File: src/flsq_pkg.sv
// Package: shared types, opcodes and constants of the flash command sequencer
package flsq_pkg;

  // ----------------------------------------------------------------
  // Enumerations
  // ----------------------------------------------------------------
  typedef enum logic [1:0] {FLSQ_EXT, FLSQ_DUAL, FLSQ_QUAD} flsq_proto_t;
  typedef enum logic [2:0] {K_NONE, K_READ, K_WREN, K_WRDI, K_CLRF, K_RREG} flsq_kind_t;
  typedef enum logic [2:0] {R_STATUS, R_FLAG, R_NVCFG, R_VCFG, R_EVCFG, R_EXTA} flsq_reg_t;
  typedef enum logic [2:0] {ST_IDLE, ST_OPC, ST_ADDR, ST_DATA, ST_CMDEND, ST_SKIP,
                            ST_REGOUT} flsq_state_t;

  // ----------------------------------------------------------------
  // Opcodes
  // ----------------------------------------------------------------
  localparam logic [7:0] OP_READ = 8'h03, OP_READ4 = 8'h13, OP_FAST = 8'h0b, OP_FAST4 = 8'h0c;
  localparam logic [7:0] OP_DOF = 8'h3b, OP_DOF4 = 8'h3c, OP_DIO = 8'hbb, OP_DIO4 = 8'hbc;
  localparam logic [7:0] OP_QOF = 8'h6b, OP_QOF4 = 8'h6c, OP_QIO = 8'heb, OP_QIO4 = 8'hec;
  localparam logic [7:0] OP_QWORD = 8'he7, OP_DTRF = 8'h0d, OP_DTRF4 = 8'h0e;
  localparam logic [7:0] OP_DTRDO = 8'h3d, OP_DTRDIO = 8'hbd, OP_DTRDIO4 = 8'hbe;
  localparam logic [7:0] OP_DTRQO = 8'h6d, OP_DTRQIO = 8'hed, OP_DTRQIO4 = 8'hee;
  localparam logic [7:0] OP_WREN = 8'h06, OP_WRDI = 8'h04, OP_CLRF = 8'h50;
  localparam logic [7:0] OP_RDSR = 8'h05, OP_RDFSR = 8'h70, OP_RDNV = 8'hb5;
  localparam logic [7:0] OP_RDVC = 8'h85, OP_RDEVC = 8'h65, OP_RDEXA = 8'hc8;

  // ----------------------------------------------------------------
  // Counts, widths and reset values
  // ----------------------------------------------------------------
  localparam logic [6:0] CX_BASE_EXT = 7'h07, CX_BASE_DUAL = 7'h03, CX_BASE_QUAD = 7'h01;
  localparam logic [6:0] ABITS_3B = 7'h18, ABITS_4B = 7'h20, OPC_BITS = 7'h08;
  localparam logic [4:0] NV_BITS = 5'h10;
  localparam int         STATUS_WEL_BIT = 1;
  localparam logic [15:0] NVCFG_RSVD_MASK = 16'h0000;
  localparam logic [3:0] OEN_NONE = 4'hf, OEN_EXT = 4'hd, OEN_DUAL = 4'hc, OEN_QUAD = 4'h0;

  // ----------------------------------------------------------------
  // Carriers
  // ----------------------------------------------------------------
  typedef struct packed {
    logic [7:0]  opcode;
    logic [31:0] addr;
    flsq_proto_t proto;
    logic        dtr;
    logic [6:0]  abits;
    logic [6:0]  cx;
  } flsq_rdreq_t;

  typedef struct packed {
    flsq_kind_t  kind;
    flsq_reg_t   rsel;
    logic [2:0]  alanes;
    logic        dtr;
    logic        a4;
  } flsq_dec_t;

  // ----------------------------------------------------------------
  // Shared arithmetic
  // ----------------------------------------------------------------
  // Lanes carried by one edge in a protocol
  function automatic logic [2:0] flsq_lanes(flsq_proto_t p);
    return (p == FLSQ_QUAD) ? 3'h4 : (p == FLSQ_DUAL) ? 3'h2 : 3'h1;
  endfunction

  // Bits divided by lanes (and by two for double rate); divisors are powers of two
  function automatic logic [6:0] flsq_per_lane(logic [6:0] bits, logic [2:0] ln, logic dtr);
    logic [2:0] sh;
    sh = ((ln == 3'h4) ? 3'h2 : (ln == 3'h2) ? 3'h1 : 3'h0) + {2'h0, dtr};
    return bits >> sh;
  endfunction

endpackage

File: src/flsq_top.sv
// Top: command-frame sequencer of a serial flash, sampled on the system clock
`timescale 1ns/1ps

// Operation
// - Plain read: 8/4/2 opcode clocks plus address bits over protocol lanes.
// - Fast read uses the same pre-data counts as plain read.
// - Dual-output read only in extended and dual; address on protocol lanes.
// - Dual I/O read puts the address on two lanes, even extended.
// - Quad-output read only in extended and quad; address on protocol lanes.
// - Quad I/O word read carries address on four lanes in both protocols.
// - Double-rate fast read samples address on both edges; counts halve.
// - Double-rate dual-output read: extended and dual only.
// - Double-rate dual I/O read: divisor four extended, eight in dual protocol.
// - Double-rate quad-output read: extended and quad only.
// - Double-rate quad I/O read: four lanes both edges, divisor eight.
// - Opcode enters on lane 0, lanes 1:0 or lanes 3:0 by protocol.
// - A rising clock edge past the opcode drops the command; latch stays unchanged.
// - Write-enable opcode sets the write enable latch.
// - Write-disable clears the latch unless protection error; clear-flag clears both.
// - Register reads: extended outputs on lane 1; dual/quad share lanes.
// - Deselect during output ends the frame; driving stops at once.
// - Status and flag-status reads served any time, repeating continuously.
// - Nonvolatile configuration read outputs zero after its 16 bits.
// - Nonvolatile fields read as supplied, reserved mask is zero; least significant byte first.
// - Volatile, enhanced volatile and extended address reads repeat the byte.
// - Default address is three bytes, latched on rising clock edges.
// - Four-byte read variants always take a 32-bit address.
// - Double-rate opcodes always double rate; others only when configured.
module flsq_top
  import flsq_pkg::*;
(
  // Clock and reset
  input  wire logic        clk_i,
  input  wire logic        rst_i,
  // Serial link pins
  input  wire logic        sel_n_i,
  input  wire logic        sck_i,
  input  wire logic [3:0]  io_i,
  output logic      [3:0]  io_o,
  output logic      [3:0]  io_oe_n_o,
  // Configuration
  input  wire flsq_proto_t proto_i,
  input  wire logic        dtr_en_i,
  input  wire logic        addr4_en_i,
  input  wire logic        prot_err_i,
  // Register contents to be read out
  input  wire logic [7:0]  status_i,
  input  wire logic [7:0]  flag_i,
  input  wire logic [15:0] nvcfg_i,
  input  wire logic [7:0]  vcfg_i,
  input  wire logic [7:0]  evcfg_i,
  input  wire logic [7:0]  extaddr_i,
  // Latch, command pulses and read request
  output logic             wel_o,
  output logic             clr_flag_o,
  output logic             rd_start_o,
  output flsq_rdreq_t      rd_req_o
);

  // ----------------------------------------------------------------
  // Pin synchronisers and edge detection
  // ----------------------------------------------------------------
  logic [5:0] pins_s;
  logic       sel_s, sck_s, sck_q, next_sck_q, rise, fall;
  logic [3:0] io_s;

  flsq_sync #(.W(6), .RST_VAL(6'h20)) u_sync (
    .clk_i (clk_i),
    .rst_i (rst_i),
    .d_i   ({sel_n_i, sck_i, io_i}),
    .q_o   (pins_s)
  );

  assign sel_s = pins_s[5];
  assign sck_s = pins_s[4];
  assign io_s  = pins_s[3:0];

  // Link clock edges seen at the system clock
  always_comb begin
    next_sck_q = sck_s;
    rise       = sck_s & ~sck_q;
    fall       = ~sck_s & sck_q;
  end

  // ----------------------------------------------------------------
  // Opcode decode
  // ----------------------------------------------------------------
  // Address lanes follow the protocol unless the opcode fixes them
  function automatic flsq_dec_t decode(logic [7:0] op, flsq_proto_t p, logic dtr_cfg,
                                       logic a4_cfg);
    flsq_dec_t d;
    d = '{kind: K_READ, rsel: R_STATUS, alanes: flsq_lanes(p), dtr: dtr_cfg, a4: a4_cfg};
    unique case (op)
      OP_READ, OP_FAST: ;
      OP_READ4, OP_FAST4: d.a4 = 1'b1;
      OP_DTRF: d.dtr = 1'b1;
      OP_DTRF4: begin d.dtr = 1'b1; d.a4 = 1'b1; end
      OP_DOF, OP_DOF4, OP_DTRDO: begin
        if (p == FLSQ_QUAD) d.kind = K_NONE;
        d.a4  = a4_cfg | (op == OP_DOF4);
        d.dtr = dtr_cfg | (op == OP_DTRDO);
      end
      OP_DIO, OP_DIO4, OP_DTRDIO, OP_DTRDIO4: begin
        if (p == FLSQ_QUAD) d.kind = K_NONE;
        d.alanes = 3'h2;
        d.a4     = a4_cfg | (op == OP_DIO4) | (op == OP_DTRDIO4);
        d.dtr    = dtr_cfg | (op == OP_DTRDIO) | (op == OP_DTRDIO4);
      end
      OP_QOF, OP_QOF4, OP_DTRQO: begin
        if (p == FLSQ_DUAL) d.kind = K_NONE;
        d.a4  = a4_cfg | (op == OP_QOF4);
        d.dtr = dtr_cfg | (op == OP_DTRQO);
      end
      OP_QIO, OP_QIO4, OP_QWORD, OP_DTRQIO, OP_DTRQIO4: begin
        if (p == FLSQ_DUAL) d.kind = K_NONE;
        d.alanes = 3'h4;
        d.a4     = a4_cfg | (op == OP_QIO4) | (op == OP_DTRQIO4);
        d.dtr    = (op == OP_QWORD) ? 1'b0 :
                   (dtr_cfg | (op == OP_DTRQIO) | (op == OP_DTRQIO4));
      end
      OP_WREN: d.kind = K_WREN;
      OP_WRDI: d.kind = K_WRDI;
      OP_CLRF: d.kind = K_CLRF;
      OP_RDSR:  begin d.kind = K_RREG; d.rsel = R_STATUS; end
      OP_RDFSR: begin d.kind = K_RREG; d.rsel = R_FLAG;   end
      OP_RDNV:  begin d.kind = K_RREG; d.rsel = R_NVCFG;  end
      OP_RDVC:  begin d.kind = K_RREG; d.rsel = R_VCFG;   end
      OP_RDEVC: begin d.kind = K_RREG; d.rsel = R_EVCFG;  end
      OP_RDEXA: begin d.kind = K_RREG; d.rsel = R_EXTA;   end
      default: d.kind = K_NONE;
    endcase
    return d;
  endfunction

  // Shift lane bits into a word, first bit on the highest lane
  function automatic logic [31:0] shift_in(logic [31:0] v, logic [3:0] io, logic [2:0] ln);
    logic [31:0] r;
    unique case (ln)
      3'h4:    r = {v[27:0], io[3:0]};
      3'h2:    r = {v[29:0], io[1:0]};
      default: r = {v[30:0], io[0]};
    endcase
    return r;
  endfunction

  // ----------------------------------------------------------------
  // Frame state
  // ----------------------------------------------------------------
  flsq_state_t st, next_st;
  flsq_dec_t   dec, next_dec, d;
  logic [7:0]  opc, next_opc, reg_byte;
  logic [6:0]  edges, next_edges, cx, next_cx, abits, next_abits;
  logic [31:0] addr, next_addr;
  logic [5:0]  acnt, next_acnt;
  logic [4:0]  pos, next_pos;
  logic        wel, next_wel, clrf, next_clrf, rdst, next_rdst;
  logic [3:0]  io, next_io, oen, next_oen, ser_lanes;
  flsq_rdreq_t req, next_req;
  logic [2:0]  plane;

  // Status byte carries the live write enable latch
  always_comb begin
    unique case (dec.rsel)
      R_STATUS: reg_byte = {status_i[7:STATUS_WEL_BIT+1], wel, status_i[STATUS_WEL_BIT-1:0]};
      R_FLAG:   reg_byte = flag_i;
      R_VCFG:   reg_byte = vcfg_i;
      R_EVCFG:  reg_byte = evcfg_i;
      R_EXTA:   reg_byte = extaddr_i;
      default:  reg_byte = 8'h00;
    endcase
  end

  flsq_regser u_ser (
    .byte_i  (reg_byte),
    .nv_i    (nvcfg_i),
    .is_nv_i (dec.rsel == R_NVCFG),
    .pos_i   (pos),
    .proto_i (proto_i),
    .lanes_o (ser_lanes)
  );

  // Sequencer; protocol inputs are assumed steady during a frame
  always_comb begin
    next_st = st;  next_dec = dec;  next_opc = opc;  next_edges = edges;
    next_cx = cx;  next_abits = abits;  next_addr = addr;  next_acnt = acnt;
    next_pos = pos;  next_wel = wel;  next_io = io;  next_oen = oen;  next_req = req;
    next_clrf = 1'b0;
    next_rdst = 1'b0;
    plane     = flsq_lanes(proto_i);
    d         = decode(opc, proto_i, dtr_en_i, addr4_en_i);
    unique case (st)
      ST_IDLE: if (!sel_s) begin
        next_st = ST_OPC;  next_opc = 8'h00;  next_edges = 7'h00;
        next_addr = 32'h0; next_acnt = 6'h00; next_pos = 5'h00;
      end
      ST_OPC: if (sel_s) begin
        next_st = ST_IDLE;
      end else if (rise) begin
        next_opc   = 8'(shift_in({24'h0, opc}, io_s, plane));
        next_edges = 7'(edges + 7'h01);
        if (next_edges == flsq_per_lane(OPC_BITS, plane, 1'b0)) begin
          d        = decode(next_opc, proto_i, dtr_en_i, addr4_en_i);
          next_dec = d;
          next_abits = d.a4 ? ABITS_4B : ABITS_3B;
          next_cx  = 7'((proto_i == FLSQ_QUAD ? CX_BASE_QUAD :
                         proto_i == FLSQ_DUAL ? CX_BASE_DUAL : CX_BASE_EXT)
                        + (flsq_per_lane(next_abits, d.alanes, d.dtr) >> // Dual: /8
                           (proto_i == FLSQ_DUAL && d.dtr &&
                            next_opc inside {OP_DIO, OP_DIO4, OP_DTRDIO, OP_DTRDIO4})));
          unique case (d.kind)
            K_READ:  next_st = ST_ADDR;
            K_WREN, K_WRDI, K_CLRF: next_st = ST_CMDEND;
            K_RREG: begin
              next_st  = ST_REGOUT;
              next_oen = (proto_i == FLSQ_QUAD) ? OEN_QUAD :
                         (proto_i == FLSQ_DUAL) ? OEN_DUAL : OEN_EXT;
            end
            default: next_st = ST_SKIP;
          endcase
        end
      end
      ST_ADDR: if (sel_s) begin
        next_st = ST_IDLE;
      end else begin
        // Rising edges latch until the address is complete; falling ones only at double rate
        if ((rise | (dec.dtr & fall)) &&
            ({1'b0, acnt} < flsq_per_lane(abits, dec.alanes, 1'b0))) begin
          next_addr = shift_in(addr, io_s, dec.alanes);
          next_acnt = 6'(acnt + 6'h01);
        end
        if (rise) begin
          next_edges = 7'(edges + 7'h01);
          if (next_edges == 7'(cx + 7'h01)) begin
            next_st   = ST_DATA;
            next_rdst = 1'b1;
            next_req  = '{opcode: opc, addr: next_addr, proto: proto_i, dtr: dec.dtr,
                          abits: abits, cx: cx};
          end
        end
      end
      ST_DATA, ST_SKIP: if (sel_s) next_st = ST_IDLE;
      ST_CMDEND: if (sel_s) begin
        next_st = ST_IDLE;
        unique case (dec.kind)
          K_WREN:  next_wel = 1'b1;
          K_WRDI:  if (!prot_err_i) next_wel = 1'b0;
          default: begin next_wel = 1'b0; next_clrf = 1'b1; end
        endcase
      end else if (rise) begin
        next_st = ST_SKIP;
      end
      ST_REGOUT: if (sel_s) begin
        next_st = ST_IDLE;
        next_oen = OEN_NONE;
        next_io  = 4'h0;
      end else begin
        next_io = ser_lanes & ~oen;
        if (fall) begin
          if (dec.rsel != R_NVCFG) begin
            next_pos = 5'(pos + {2'h0, plane});
          end else if (pos < NV_BITS) begin
            next_pos = 5'(pos + {2'h0, plane});
          end
        end
      end
      default: next_st = ST_IDLE;
    endcase
  end

  // State registers; the latch starts cleared
  always_ff @(posedge clk_i) begin
    if (rst_i) begin
      st <= ST_IDLE;  dec <= '0;  opc <= 8'h00;  edges <= 7'h00;  cx <= 7'h00;
      abits <= 7'h00;  addr <= 32'h0;  acnt <= 6'h00;  pos <= 5'h00;
      wel <= 1'b0;  clrf <= 1'b0;  rdst <= 1'b0;  io <= 4'h0;  oen <= OEN_NONE;
      req <= '0;  sck_q <= 1'b0;
    end else begin
      st <= next_st;  dec <= next_dec;  opc <= next_opc;  edges <= next_edges;
      cx <= next_cx;  abits <= next_abits;  addr <= next_addr;  acnt <= next_acnt;
      pos <= next_pos;  wel <= next_wel;  clrf <= next_clrf;  rdst <= next_rdst;
      io <= next_io;  oen <= next_oen;  req <= next_req;  sck_q <= next_sck_q;
    end
  end

  assign io_o       = io;
  assign io_oe_n_o  = oen;
  assign wel_o      = wel;
  assign clr_flag_o = clrf;
  assign rd_start_o = rdst;
  assign rd_req_o   = req;
endmodule // flsq_top

File: src/flsq_sync.sv
// Two-stage synchroniser for pin inputs
`timescale 1ns/1ps
module flsq_sync #(
  parameter int         W       = 1,
  parameter logic [W-1:0] RST_VAL = '0
) (
  // Clock and reset
  input  wire logic         clk_i,
  input  wire logic         rst_i,
  // Asynchronous in, synchronous out
  input  wire logic [W-1:0] d_i,
  output logic      [W-1:0] q_o
);

  logic [W-1:0] meta;

  // First stage is read only by the second stage
  always_ff @(posedge clk_i) begin
    if (rst_i) begin
      meta <= RST_VAL;
      q_o  <= RST_VAL;
    end else begin
      meta <= d_i;
      q_o  <= meta;
    end
  end

endmodule // flsq_sync

File: src/flsq_regser.sv
// Read-register serialiser: stream position to lane bits
`timescale 1ns/1ps
module flsq_regser
  import flsq_pkg::*;
(
  // Register contents
  input  wire logic [7:0]  byte_i,
  input  wire logic [15:0] nv_i,
  input  wire logic        is_nv_i,
  // Stream position and protocol
  input  wire logic [4:0]  pos_i,
  input  wire flsq_proto_t proto_i,
  // Lane bits
  output logic      [3:0]  lanes_o
);

  // Bit k of the output stream; byte repeats, nonvolatile pads with zero
  function automatic logic sbit(logic [4:0] k, logic [7:0] b, logic [15:0] nv, logic isnv);
    logic r;
    r = b[3'h7 - k[2:0]];
    if (isnv) begin
      if (k < 5'h08) begin
        r = nv[4'(5'h07 - k)];
      end else if (k < NV_BITS) begin
        r = nv[4'(5'h17 - k)];
      end else begin
        r = 1'b0;
      end
    end
    return r;
  endfunction

  logic [15:0] nvr;

  // Reserved mask is zero, so fields read as supplied; first bit on the highest active lane
  always_comb begin
    nvr     = nv_i | NVCFG_RSVD_MASK;
    lanes_o = 4'h0;
    unique case (proto_i)
      FLSQ_EXT:  lanes_o[1] = sbit(pos_i, byte_i, nvr, is_nv_i);
      FLSQ_DUAL: begin
        lanes_o[1] = sbit(pos_i, byte_i, nvr, is_nv_i);
        lanes_o[0] = sbit(5'(pos_i + 5'h01), byte_i, nvr, is_nv_i);
      end
      default: begin
        lanes_o[3] = sbit(pos_i, byte_i, nvr, is_nv_i);
        lanes_o[2] = sbit(5'(pos_i + 5'h01), byte_i, nvr, is_nv_i);
        lanes_o[1] = sbit(5'(pos_i + 5'h02), byte_i, nvr, is_nv_i);
        lanes_o[0] = sbit(5'(pos_i + 5'h03), byte_i, nvr, is_nv_i);
      end
    endcase
  end

endmodule // flsq_regser

File: config.mk
export PLATFORM = sky130hd
export DESIGN_NAME = flsq_top
export DESIGN_NICKNAME = d
export VERILOG_FILES = /design/src/flsq_pkg.sv /design/src/flsq_top.sv /design/src/flsq_sync.sv /design/src/flsq_regser.sv
export SDC_FILE = /design/constraint.sdc
export NUM_CORES = 1
export LEC_CHECK = 0
export BUFFER_PORTS_ARGS = -buffer_cell sky130_fd_sc_hd__buf_2
export CAP_MARGIN = 20
export CELL_PAD_IN_SITES_DETAIL_PLACEMENT = 0
export CELL_PAD_IN_SITES_GLOBAL_PLACEMENT = 1
export CORE_UTILIZATION = 40
export CTS_BUF_LIST = sky130_fd_sc_hd__clkbuf_16
export CTS_CLUSTER_SIZE = 25
export DETAILED_ROUTE_END_ITERATION = 10
export MAX_ROUTING_LAYER = met4
export PLACE_DENSITY_LB_ADDON = 0.1
export SYNTH_ARGS = -nofsm -noshare
export SYNTH_HDL_FRONTEND = slang
export SYNTH_SLANG_ARGS = --single-unit
File: constraint.sdc
create_clock -name clk_i -period 13.7 [get_ports clk_i]
set_input_delay 2.055 -clock clk_i [delete_from_list [all_inputs] [get_ports clk_i]]
set_output_delay 2.055 -clock clk_i [all_outputs]
set_load 0.02 [all_outputs]
* After elaboration in Yosys (flattened, before gate mapping)
Index checks and enable logic that the tools add are counted.
Cells by class: add/sub/neg operators 21, magnitude comparators 21, equal/unequal tests 79, shift-type cells 4, multiplexer cells 127, bitwise operators 24, reductions and logical operators 39
Operators by type and width (number):
- case mux 32 bit (2 select lines) | 2
- == test 8 bit, second input constant | 12
- 2-to-1 mux 32 bit | 3
- 2-to-1 mux 3 bit | 21
- == test 8 x 7 -> 1 bit, second input constant | 6
- 2-to-1 mux 8 bit | 6
- 2-to-1 mux 1 bit | 43
- < comparator 4 x 5 -> 1 bit, second input constant | 8
- case mux 8 bit (5 select lines) | 1
- == test 3 x 2 -> 1 bit, second input constant | 11
- binary-select mux 1 bit (select 4 bit) | 8
- == test 8 x 4 -> 1 bit, second input constant | 4
- case mux 8 bit (2 select lines) | 2
- subtractor 3 x 4 -> 4 bit, first input constant | 8
- == test 3 bit, second input constant | 10
- case mux 3 bit (5 select lines) | 2
- 2-to-1 mux 4 bit | 7
- 2-to-1 mux 5 bit | 5
- == test 8 x 3 -> 1 bit, second input constant | 3
- == test 8 x 6 -> 1 bit, second input constant | 3
- 2-to-1 mux 6 bit | 4
- inequality test 2 bit, second input constant | 11
- 2-to-1 mux 7 bit | 3
- case mux 3 bit (7 select lines) | 1
- 57 further kinds | 131
Word-level totals: flip-flop bits (word level) 166, input bits 69, output and inout bits 68, word-level logic and storage cells 341

* Longest topological paths before layout
Gate-level depths: netlist of the first run.
depth after elaboration 22, gate-level depth with buffers 24, mapped depth without buffers 21

* Modules after synthesis
From an unflattened synthesis of the first run, not the netlist that was laid out.
Unflattened totals: cell total of the unflattened synthesis 1159, area, all modules 9572.9 sq um
By module, submodules not included:
- flsq_top | instances 1, cells each 1010, area an instance 8107.8 sq um, seq. area each 2862.7 sq um
- flsq_regser | instances 1, cells each 124, area an instance 1138.6 sq um, seq. area each 0.0 sq um
- flsq_sync | instances 1, cells each 25, area an instance 326.6 sq um, seq. area each 240.2 sq um

* Worst setup path before layout of the first run
No wires, ideal clock.
path kind input to register, start input proto_i[0], end register cx[4], setup time 0.070 ns, arrival 6.498 ns, data required time 13.630 ns, setup slack 7.131 ns, stages 22, path buffers 3, cells stage by stage inv_1 ha_1 buf_6 buf_6 a21o_4 nor4_4 a22oi_2 nor4_1 nor2_1 nor2_1 ha_1 clkbuf_1 nand2_1 mux2i_1 a221oi_1 nor2_1 fa_1 a21o_1 a211o_1 a21oi_1 o311ai_0 a21oi_1
On the way: word-level cells in the longest chain between the ends 22, elaborated cells on any way between the ends 82, classes of those cells 2 x add/sub; 26 x eq/ne; 3 x shift; 29 x mux; 12 x bitwise; 10 x reduce/logical
Ends and longest elaborated chain:
- from (decl) | RTL line flsq_top.sv:42 | input wire flsq_proto_t proto_i,
- == test 2 x 1 -> 1 bit | RTL line flsq_pkg.sv:61, flsq_top.sv:206, flsq_top.sv:208
- 2-to-1 mux 2 bit | RTL line flsq_pkg.sv:61 | return (p == FLSQ_QUAD) ? 3'h4 : (p == FLSQ_DUAL) ? 3'h2 : 3'h1;
- 2-to-1 mux 3 bit | RTL line flsq_pkg.sv:61
- == test 3 x 2 -> 1 bit / == test 3 bit (equally long branches) | RTL line flsq_pkg.sv:67, flsq_top.sv:138
- case mux 8 bit (2 select lines) | RTL line flsq_top.sv:138 | unique case (ln)
- 2-to-1 mux 8 bit | RTL line flsq_top.sv:198 | end else if (rise) begin
- 2-to-1 mux 8 bit | RTL line flsq_top.sv:196 | ST_OPC: if (sel_s) begin
- 2-to-1 mux 8 bit | RTL line flsq_top.sv:191 | unique case (st)
- [... 6 more ...]
- 2-to-1 mux 3 bit | RTL line flsq_top.sv:191
- == test 3 x 2 -> 1 bit | RTL line flsq_pkg.sv:67 | sh = ((ln == 3'h4) ? 3'h2 : (ln == 3'h2) ? 3'h1 : 3'h0) + {2'h0, dtr};
- 2-to-1 mux 1 bit | RTL line flsq_pkg.sv:67
- 2-to-1 mux 2 bit | RTL line flsq_pkg.sv:67
- adder 2 x 1 -> 3 bit | RTL line flsq_pkg.sv:67
- right shift 6 x 3 -> 7 bit | RTL line flsq_pkg.sv:68 | return bits >> sh;
- right shift 7 x 1 -> 7 bit | RTL line flsq_top.sv:207 | + (flsq_per_lane(next_abits, d.alanes, d.dtr) >>
- adder 3 x 7 -> 7 bit | RTL line flsq_top.sv:207
- to (signal assigned) | RTL line flsq_top.sv:279 | cx <= next_cx; abits <= next_abits; addr <= next_addr; acnt <= next_acnt;
- to (decl) | RTL line flsq_top.sv:152 | logic [6:0] edges, next_edges, cx, next_cx, abits, next_abits;
Several ways; a longest one is shown, not always the timed one. The select of a mux whose other input is x is not followed. A chain may end at the register's enable or synchronous reset.

* Worst setup path after layout of the first run
start input proto_i[1], end register cx[4]
The elaborated chain is that of the path after synthesis.

==> results of run 1 <==
[routing by layer]
layer  track usage  vias to the layer above
li1              -                     4269
met3        0.0389                       14
met1         0.296                     4037
met4        0.0570                        0
met5             -                        -
met2         0.359                      183
[layout by cell type (no fill, tap or decap), types with 28 or more instances in the layout]
cell / netlist / layout
a21oi_1: 135 / 135
a22o_1: 32 / 32
a22oi_1: 44 / 44
buf_2: 6 / 130
dfxtp_1: 155 / 155
mux2i_1: 28 / 28
nand2_1: 181 / 181
nor2_1: 103 / 102
nor3_1: 33 / 32
o21ai_0: 50 / 50
[sequential cells by signal, indices dropped and copies added, names as in the netlist]
register	flops
dec	10
acnt	6
io_o	4
clr_flag_o	1
edges	7
abits	2
addr	32
u_sync.q_o	6
st	3
opc	8
io_oe_n_o	3
rd_req_o	52
rd_start_o	1
cx	7
pos	5
sck_q	1
wel_o	1
u_sync.meta	6
[stage by stage]
stage                     hold slack, ns  utilization  setup slack [ns]  total power [uW]
final                              0.410        0.467              5.95              1020
after global routing               0.423        0.467              5.31              1070
after CTS                          0.411        0.465              6.04              1030
after detailed placement           0.398        0.439              5.59               566
after global placement             0.394        0.439              5.64               565
after floorplan                    0.389            -              7.13               539
[power groups by stage]
stage | logic (uW) | registers, uW | clock network (uW)
after floorplan | 74.5 | 464 | 0
after global placement | 97.5 | 467 | 0
after detailed placement | 98.8 | 467 | 0
after CTS | 99.0 | 457 | 479
after global routing | 110 | 457 | 498
final | 99.0 | 457 | 464
[area by class of cell]
class | instances | area (um^2)
fill | 2337 | 12100
multi-input combinational | 888 | 5740
sequential | 155 | 3100
timing repair buffer | 143 | 773
clock buffer | 17 | 425
tap | 285 | 357
clock inverter | 15 | 149
inverter | 15 | 56.3
[worst reg2reg max path, cell delays in order, from the launching register on]
cell and delay [ns]:
dfxtp_1 0.44, a22oi_1 0.12, a21oi_1 0.78, o221ai_1 0.27, nor4_1 0.66, nor2_1 0.21
nor2_1 0.14, ha_1 0.35, nand2b_1 0.27, mux2i_1 0.11, a221oi_1 0.45, nor2_1 0.17
fa_1 0.47, a21o_1 0.20, and4_1 0.20, o311ai_0 0.37, a21oi_1 0.11
[kinds of logic after synthesis]
| logic type | Yosys count | share of synthesized area |
|---|---|---|
| simple gates | 423 | 0.208 |
| mux | 57 | 0.0978 |
| flops | 155 | 0.334 |
| xor+xnor | 43 | 0.0406 |
| fa+ha+maj | 26 | 0.0367 |
| compound gates | 335 | 0.231 |
| buf+inv | 110 | 0.0506 |
| other cells | 1 | 0.000404 |
[worst max path at each step]
stage / to / slack [ns]
6_report: cx[4]$_SDFFE_PP0P_ / 5.95
2_1_floorplan: cx[4]$_SDFFE_PP0P_ / 7.13
5_1_grt: cx[4]$_SDFFE_PP0P_ / 5.31
3_3_place_gp: cx[4]$_SDFFE_PP0P_ / 5.64
4_1_cts: cx[4]$_SDFFE_PP0P_ / 6.04
3_5_place_dp: cx[4]$_SDFFE_PP0P_ / 5.59
==> metrics.yaml, run 1 <==
status: "finished clean"
power_frac_comb: 0.097
grt_pass1_vias: 8121
dr_wl_met3_um: 991
yosysSeqAreaShare: 0.334
crit_buf_inv: 2
worstMarginPinSlew_ns: 0.931
rsz0062_at_grt: "false"
io-pin-count: 137
min_to: "u_sync.q_o[5]$_SDFF_PP1_"
p_int_uw: 758
post-route-period-util: 0.565
synth.largest_area_cell: "dfxtp_1"
rr_startpoint: "opc[0]$_SDFFE_PP0P_"
core-area_um2: 22700
die-area_um2: 23800
leakagePower_uw: 0.00394
grt_max_degree: 89
grt_usage: 0.225
finalNonFillerCells: 1518
setup_violations: 0
vias_per_cell: 5.60
top_layer: "met4"
synth_top_cell_area_share: 0.334
met1_length_mm: 12.2
syn_to_final_growth_pct: 14.3
yosysWarnings: 0
cp_max_fo: 24
worstSetupPathType: "input port to flip-flop"
antenna_found_initial: 0
synth-async-reset-ratio: 0
power.switching_uw: 263
clk_latency_ns: 0.43
cp_common_cell: "nor2_1"
nNetsFinal: 1315
grt_pass1_wl_mm: 42.0
hpwl_mm: 17.3
cp_top_family: "compound AO/OA/AOI/OAI gates"
synth_ff_type: "dfxtp_1"
slowest_stage: "ha_1"
cts_tree: "built"
ys_types: 76
timing.setup.tns_ns: 0
clkSlewWorstSetupHoldPaths_ns: 0.06
clkPwrFrac: 0.455
cts-root-buf: "clkbuf_16"
ff2ff_path_depth: 16
ant_nets: 0
switching_share: 0.258
r2r_slack_ns: 8.23
cts_htree_levels: 4
cp.required_ns: 13.97
avgSynthCellArea_um2: 8.07
post_cts_buffers: 0
cp-startpoint: "proto_i[1]"
diodes: 0
max-vdd-ir-drop_v: 0.0000821
cpPeakStageDelay_ns: 0.90
hold_class: "flip-flop to flip-flop"
slew_violations: 0
critPathLaunchType: "input port"
cts_resized: 0
hp-start: "u_sync.meta[5]$_SDFF_PP1_"
maxCapViolCount: 0
cp_num_cells: 19
critPathArrivalTime_ns: 8.02
dp.cells: 1483
worstPathCellList: "buf_2 -> inv_1 -> ha_1 -> nor2_1 -> a21oi_1 -> o221ai_1 -> nor4_1 -> nor2_1 -> nor2_1 -> ha_1 -> nand2b_1 -> mux2i_1 -> a221oi_1 -> nor2_1 -> fa_1 -> a21o_1 -> and4_1 -> o311ai_0 -> a21oi_1"
cts_made_buffers: 17
first_pass_iters: 5
die_h_um: 154
skew_ns: 0.0113
min_period_ns: 7.75
start_util: 0.409
cp-end-kind: "flip-flop"
fmax_mhz: 129
ys_top_cells_by_count: "181 x nand2_1, 155 x dfxtp_1, 135 x a21oi_1, 103 x nor2_1, 77 x clkbuf_1"
powerDensity_nw_per_um2: 96.3
syn_area_um2: 9280
holdBufCountCts: 0
finalHoldViolCount: 0
vias: 8503
io_buffers: 131
post-synth-top-count-cell: "nand2_1"
remaining_drc_errors: 0
pwr-share-seq: 0.448
postSynthCellCount: 1150
design_area_um2: 10600
relSlewSlack: 0.380
ys_seq_elements: 155
dr_wl_met2_mm: 11.8
timing.rr.end: "cx[4]$_SDFFE_PP0P_"
rows: 55
wl_per_cell_um: 16.6
hold_depth: 1
drtIter0Drc: 515
die_w_um: 154
gp_congestion: 0.836
synth_area_leaders: "dfxtp_1 33%, nand2_1 7.3%, a21oi_1 7.3%, mux4_2 6.1%, nor2_1 4.2%"
layout-drive-gt1-share: 0.182
placed_cell_area_um2: 9980
gr-total-overflow: 0
wirelength_mm: 25.2
clockBufferDepth: 2
synth-edff-count: 0
clock-sinks: 155
Power figures use the tool's default switching activity.
==> inputs of run 2 (changes only) <==
--- a/config.mk
+++ b/config.mk
@@ -5,11 +5,12 @@
 export SDC_FILE = /design/constraint.sdc
 export NUM_CORES = 1
 export LEC_CHECK = 0
+export ABC_AREA = 1
 export BUFFER_PORTS_ARGS = -buffer_cell sky130_fd_sc_hd__buf_2
 export CAP_MARGIN = 20
 export CELL_PAD_IN_SITES_DETAIL_PLACEMENT = 0
 export CELL_PAD_IN_SITES_GLOBAL_PLACEMENT = 1
-export CORE_UTILIZATION = 40
+export CORE_UTILIZATION = 37
 export CTS_BUF_LIST = sky130_fd_sc_hd__clkbuf_16
 export CTS_CLUSTER_SIZE = 25
 export DETAILED_ROUTE_END_ITERATION = 10
==> constraint.sdc (replaced) <==
create_clock -name clk_i -period 6.8 [get_ports clk_i]
set_input_delay 1.02 -clock clk_i [delete_from_list [all_inputs] [get_ports clk_i]]
set_output_delay 1.02 -clock clk_i [all_outputs]
set_load 0.02 [all_outputs]
==> metrics.yaml, run 2 <==
status: "finished clean"
power_frac_comb: 0.122
syn_area_um2: 9570
hp-start: "u_sync.meta[4]$_SDFF_PP0_"
post-route-period-util: 0.709
ys_top_cells_by_count: "289 x nand2_1, 201 x nor2_1, 155 x dfxtp_1, 151 x o21ai_0, 142 x inv_1"
dr_wl_met2_mm: 12.7
cp-end-kind: "flip-flop"
critPathLaunchType: "input port"
synth.largest_area_cell: "dfxtp_1"
grt_pass1_vias: 8737
clock-sinks: 155
min_period_ns: 4.82
wirelength_mm: 27.8
synth_ff_type: "dfxtp_1"
clkPwrFrac: 0.455
powerDensity_nw_per_um2: 198
dr_wl_met3_mm: 1.02
drtIter0Drc: 582
die_w_um: 163
post-synth-top-count-cell: "nand2_1"
cts-root-buf: "clkbuf_16"
gp_congestion: 0.854
setup_ws_ns: 1.98
cts_tree: "built"
post_cts_buffers: 0
synth_top_cell_area_share: 0.324
grt_usage: 0.219
antenna_found_initial: 0
skew_ns: 0.0129
met1_length_mm: 13.9
max-vdd-ir-drop_v: 0.000141
clk_latency_ns: 0.43
dp.cells: 1854
ys_types: 61
leakagePower_uw: 0.00487
synth-edff-count: 0
layout-drive-gt1-share: 0.161
cts_resized: 0
rows: 58
remaining_drc_errors: 0
core-area_um2: 25300
diodes: 0
relSlewSlack: 0.347
clkSlewWorstSetupHoldPaths_ns: 0.07
ant_nets: 0
gr-total-overflow: 0
ff2ff_path_depth: 16
pwr-share-seq: 0.422
io_buffers: 131
setup_violations: 0
postSynthCellCount: 1456
cts_htree_levels: 4
worstMarginPinSlew_ns: 0.976
hold_depth: 2
nNetsFinal: 1638
fmax_mhz: 207
final_common_cell: "nand2_1"
vias_per_cell: 4.98
yosysSeqAreaShare: 0.324
largest_register_ffs: 52
cts_made_buffers: 17
ys_seq_elements: 155
avgSynthCellArea_um2: 6.57
first_pass_iters: 5
synth-async-reset-ratio: 0
rsz0062_at_grt: "false"
timing.setup.tns_ns: 0
cp_max_fo: 11
clockBufferDepth: 2
synth_area_leaders: "dfxtp_1 32%, nand2_1 11%, o21ai_0 7.9%, nor2_1 7.9%, a21oi_1 6.7%"
die_h_um: 163
start_util: 0.379
slew_violations: 0
grt_pass1_wl_mm: 44.8
finalHoldViolCount: 0
r2r_slack_ns: 2.19
wl_per_cell_um: 14.8
dp_slack_ns: 1.57
yosysWarnings: 0
rr_startpoint: "dec[4]$_SDFFE_PP0P_"
cp.required_ns: 7.13
power.switching_uw: 649
worstSetupPathType: "input port to flip-flop"
critPathArrivalTime_ns: 5.15
min_to: "u_sync.q_o[4]$_SDFF_PP0_"
hpwl_mm: 20.0
p_int_uw: 1530
maxCapViolCount: 0
timing.rr.end: "acnt[4]$_SDFFE_PP0P_"
switching_share: 0.298
io-pin-count: 137
syn_to_final_growth_pct: 15.1
die-area_um2: 26500
vias: 9388
grt_max_degree: 62
top_layer: "met4"
hold_class: "flip-flop to flip-flop"
holdBufCountCts: 0
finalNonFillerCells: 1886
layout_common_cells: "289 x nand2_1, 199 x nor2_1, 155 x dfxtp_1"
==> run 2: cell count changes after synthesis, moves of 18 or more <==
cell,delta
nor2_1,+98
o22ai_1,+26
mux2i_1,-20
xnor2_1,-18
a22oi_1,-43
mux4_2,-25
o21ai_0,+101
a22o_1,-32
nand3_1,+33
inv_1,+129
nand2_1,+108
==> run 2: power groups by stage <==
stage | clock network, uW | logic [uW] | registers, uW
6_report | 994 | 267 | 921
2_1_floorplan | 0 | 194 | 939
3_5_place_dp | 0 | 266 | 943
4_1_cts | 1010 | 268 | 921
3_3_place_gp | 0 | 266 | 943
5_1_grt | 1050 | 298 | 922
==> run 2: logic make-up after synthesis <==
kind of cell | Yosys count | synth area share
flip-flops | 155 | 0.324
XOR/XNOR | 23 | 0.0211
AO/OA/AOI/OAI | 369 | 0.215
adder cells (fa/ha/maj) | 26 | 0.0356
AND/OR/NAND/NOR | 642 | 0.299
buffers and inverters | 232 | 0.0966
multiplexers | 8 | 0.00837
other | 1 | 0.000392
==> run 2: worst max-delay path: stages <==
cell and delay, ns:
buf_2 0.11, inv_1 0.09, ha_1 0.70, inv_2 0.30, nand2_1 0.15, nand3_1 0.16, nand3_2 0.17, nor2_1 0.07
nor2_1 0.10, nand2_1 0.06, nor2_1 0.11, nand2_1 0.12, nand3_2 0.12, inv_1 0.05, ha_1 0.31, inv_1 0.10
o31ai_1 0.37, nand2_1 0.08, o21ai_0 0.16, ha_1 0.30, nand2_1 0.06, inv_1 0.04, nand2_2 0.07, nand2_2 0.05
nand2_1 0.06, nand3_1 0.08, nand2_1 0.08, inv_1 0.04
==> run 2: per-stage QoR <==
stage / instance area, um^2 / utilization / power (uW) / hold WS, ns
6_report: 11000 / 0.436 / 2180 / 0.404
2_1_floorplan: 9580 / - / 1130 / 0.388
3_5_place_dp: 10400 / 0.412 / 1210 / 0.395
4_1_cts: 11000 / 0.436 / 2200 / 0.406
3_3_place_gp: 10400 / 0.412 / 1210 / 0.392
5_1_grt: 11000 / 0.436 / 2270 / 0.425
==> run 2: layout make-up <==
class / instances / area (um^2)
sequential: 155 / 3100
inverter: 156 / 588
multi-input combinational: 1072 / 5570
timing repair buffer: 141 / 731
fill: 2717 / 14200
tap: 330 / 413
clock inverter: 15 / 185
clock buffer: 17 / 425
==> run 2: per-layer routing <==
layer | vias to the layer above | global-route usage
met4 | 0 | 0.0450
met5 | - | -
met2 | 183 | 0.359
li1 | 4961 | -
met3 | 17 | 0.0323
met1 | 4227 | 0.283
==> run 2: worst max path at each step <==
| stage | startpoint | to | slack, ns | depth (start not counted) |
|---|---|---|---|---|
| floorplan | proto_i[0] | cx[4]$_SDFFE_PP0P_ | 2.57 | 27 |
| global placement | proto_i[1] | cx[3]$_SDFFE_PP0P_ | 1.55 | 28 |
| detailed placement | proto_i[1] | cx[3]$_SDFFE_PP0P_ | 1.57 | 28 |
| finish | proto_i[0] | cx[3]$_SDFFE_PP0P_ | 1.98 | 28 |
| CTS | proto_i[1] | cx[3]$_SDFFE_PP0P_ | 1.99 | 28 |
| global route | dec[3]$_SDFFE_PP0P_ | acnt[5]$_SDFFE_PP0P_ | 1.57 | 17 |
==> inputs of run 3 (changes only) <==
--- a/config.mk
+++ b/config.mk
@@ -5,12 +5,12 @@
 export SDC_FILE = /design/constraint.sdc
 export NUM_CORES = 1
 export LEC_CHECK = 0
-export ABC_AREA = 1
+export ABC_AREA = 0
 export BUFFER_PORTS_ARGS = -buffer_cell sky130_fd_sc_hd__buf_2
 export CAP_MARGIN = 20
 export CELL_PAD_IN_SITES_DETAIL_PLACEMENT = 0
 export CELL_PAD_IN_SITES_GLOBAL_PLACEMENT = 1
-export CORE_UTILIZATION = 37
+export CORE_UTILIZATION = 40
 export CTS_BUF_LIST = sky130_fd_sc_hd__clkbuf_16
 export CTS_CLUSTER_SIZE = 25
 export DETAILED_ROUTE_END_ITERATION = 10
==> constraint.sdc (replaced) <==
create_clock -name clk_i -period 4.8 [get_ports clk_i]
set_input_delay 0.72 -clock clk_i [delete_from_list [all_inputs] [get_ports clk_i]]
set_output_delay 0.72 -clock clk_i [all_outputs]
set_load 0.02 [all_outputs]
==> metrics.yaml, run 3 (same netlist as run 1, synthesis figures left out) <==
status: "finished clean"
hpwl_mm: 18.4
cp.required_ns: 5.07
use_met3: 0.0347
met1_usage: 0.308
setup_violations: 0
hp-start: "u_sync.meta[5]$_SDFF_PP1_"
fmax_mhz: 221
gr-total-overflow: 0
layout_common_cells: "180 x nand2_1, 155 x dfxtp_1, 134 x a21oi_1"
grt_max_degree: 64
core-area_um2: 22700
dp_slack_ns: -0.269
timing.setup.tns_ns: 0
critPathLaunchType: "input port"
syn_to_final_growth_pct: 23.4
gp_congestion: 0.838
maxCapViolCount: 0
rows: 55
fin_util: 0.504
cp_max_fo: 11
leakagePower_uw: 0.00440
grt.busiest_layer: "met2"
clk_latency_ns: 0.43
rr_startpoint: "opc[3]$_SDFFE_PP0P_"
vias_per_cell: 5.44
start_util: 0.409
slew_violations: 0
clkSlewWorstSetupHoldPaths_ns: 0.06
largest_register_ffs: 52
nNetsFinal: 1399
grt_usage: 0.229
setup_ws_ns: 0.266
first_pass_iters: 5
clock-sinks: 155
min_period_ns: 4.53
powerDensity_nw_per_um2: 268
timing.rr.end: "cx[4]$_SDFFE_PP0P_"
hold_class: "flip-flop to flip-flop"
relSlewSlack: 0.323
remaining_drc_errors: 0
die_w_um: 154
finalHoldViolCount: 0
io-pin-count: 137
cpPeakStageDelay_ns: 0.39
cts-root-buf: "clkbuf_16"
wirelength_mm: 25.8
cts_made_buffers: 17
die-area_um2: 23800
grt_pass1_vias: 8233
final_common_cell: "nand2_1"
r2r_slack_ns: 0.67
critPathArrivalTime_ns: 4.81
antenna_found_initial: 0
die_h_um: 154
hold_depth: 1
min_to: "u_sync.q_o[5]$_SDFF_PP1_"
grt_pass1_wl_mm: 43.1
cp_top_family: "compound AO/OA/AOI/OAI gates"
clockBufferDepth: 2
worstMarginPinSlew_ns: 1.02
skew_ns: 0.0224
worstPathCellList: "buf_2 -> inv_1 -> ha_4 -> buf_12 -> mux2i_4 -> buf_12 -> nor4_4 -> buf_4 -> buf_4 -> a31oi_2 -> a21o_1 -> nor2_2 -> ha_2 -> nand2_2 -> mux2i_1 -> a221oi_2 -> nor2_2 -> fa_2 -> a21o_1 -> and4_1 -> o311ai_0 -> a21oi_1"
use_met2: 0.366
wl_per_cell_um: 16.1
ff2ff_path_depth: 19
cts_tree: "built"
max-vdd-ir-drop_v: 0.000199
crit_buf_inv: 6
finalNonFillerCells: 1602
cp-end-kind: "flip-flop"
cts_htree_levels: 4
drtIter0Drc: 521
ant_nets: 0
io_buffers: 131
diodes: 0
post-route-period-util: 0.945
slowest_stage: "fa_2"
vias: 8721
dp.cells: 1565
worstSetupPathType: "input port to flip-flop"
layout-drive-gt1-share: 0.254
-- run 3: cell count changes in the layout (fill, tap and decap cells not counted), moves of 17 or more --
cell / change
a22oi_1: +43
xnor2_1: +17
buf_4: +83
nand2_1: -109
nand3_1: -33
inv_1: -127
mux2i_1: +19
nor2_1: -101
o22ai_1: -26
o21ai_0: -103
a22o_1: +31
mux4_2: +25
-- run 3: cell type report --
cell class | count | area (um^2)
Clock buffer | 17 | 425
Clock inverter | 15 | 174
Fill cell | 2265 | 11300
Inverter | 15 | 56.3
Multi-Input combinational cell | 888 | 5910
Sequential cell | 155 | 3100
Tap cell | 285 | 357
Timing Repair Buffer | 227 | 1430
-- run 3: routing by layer --
metal	vias up	routed length [um]	part of all wire
li1	4444	-	-
met1	4100	12600	0.49
met2	160	12000	0.47
met3	17	948	0.037
met4	0	212	0.0082
met5	-	0	0
-- run 3: worst max path at each step --
| stage | startpoint | end | slack [ns] | cells past startpoint |
|---|---|---|---|---|
| floorplan | proto_i[0] | cx[4]$_SDFFE_PP0P_ | 0.04 | 22 |
| global placement | proto_i[1] | cx[4]$_SDFFE_PP0P_ | -0.21 | 21 |
| detailed placement | proto_i[1] | cx[4]$_SDFFE_PP0P_ | -0.27 | 21 |
| CTS | proto_i[1] | cx[4]$_SDFFE_PP0P_ | 0.16 | 21 |
| global route | proto_i[0] | cx[4]$_SDFFE_PP0P_ | -0.02 | 25 |
| finish | proto_i[0] | cx[4]$_SDFFE_PP0P_ | 0.27 | 22 |
-- run 3: power by group --
part	switching, uW	internal (uW)	total, uW
logic	204	169	373
registers	10.1	1290	1300
clock network	576	819	1390
-- run 3: timing repair --
action / 4_1_cts / 5_1_grt
endpoints found under the setup margin: 0 / 1
setup buffers: 0 / 3
gates resized for setup: 0 / 22
hold buffers: 0 / 0
-- run 3: per-stage QoR --
step	hold slack (ns)	instance area, um^2	power, uW
floorplan	0.389	9370	1540
global placement	0.395	10700	1680
detailed placement	0.404	10700	1690
CTS	0.429	11300	3080
global route	0.456	11400	3200
finish	0.428	11400	3070
-- run 3: worst register-to-register path, stage by stage (launching register included) --
cell and delay [ns]:
dfxtp_1 0.37, a22o_4 0.27, mux2i_4 0.24, buf_12 0.14
nor4_4 0.04, buf_4 0.15, a211oi_4 0.25, nor4_4 0.06
nor2_2 0.13, nor2_2 0.06, ha_2 0.36, nand2b_4 0.16
mux2i_1 0.09, a221oi_2 0.36, nor2_2 0.09, fa_2 0.39
a21o_1 0.19, and4_1 0.19, o311ai_0 0.32, a21oi_1 0.11
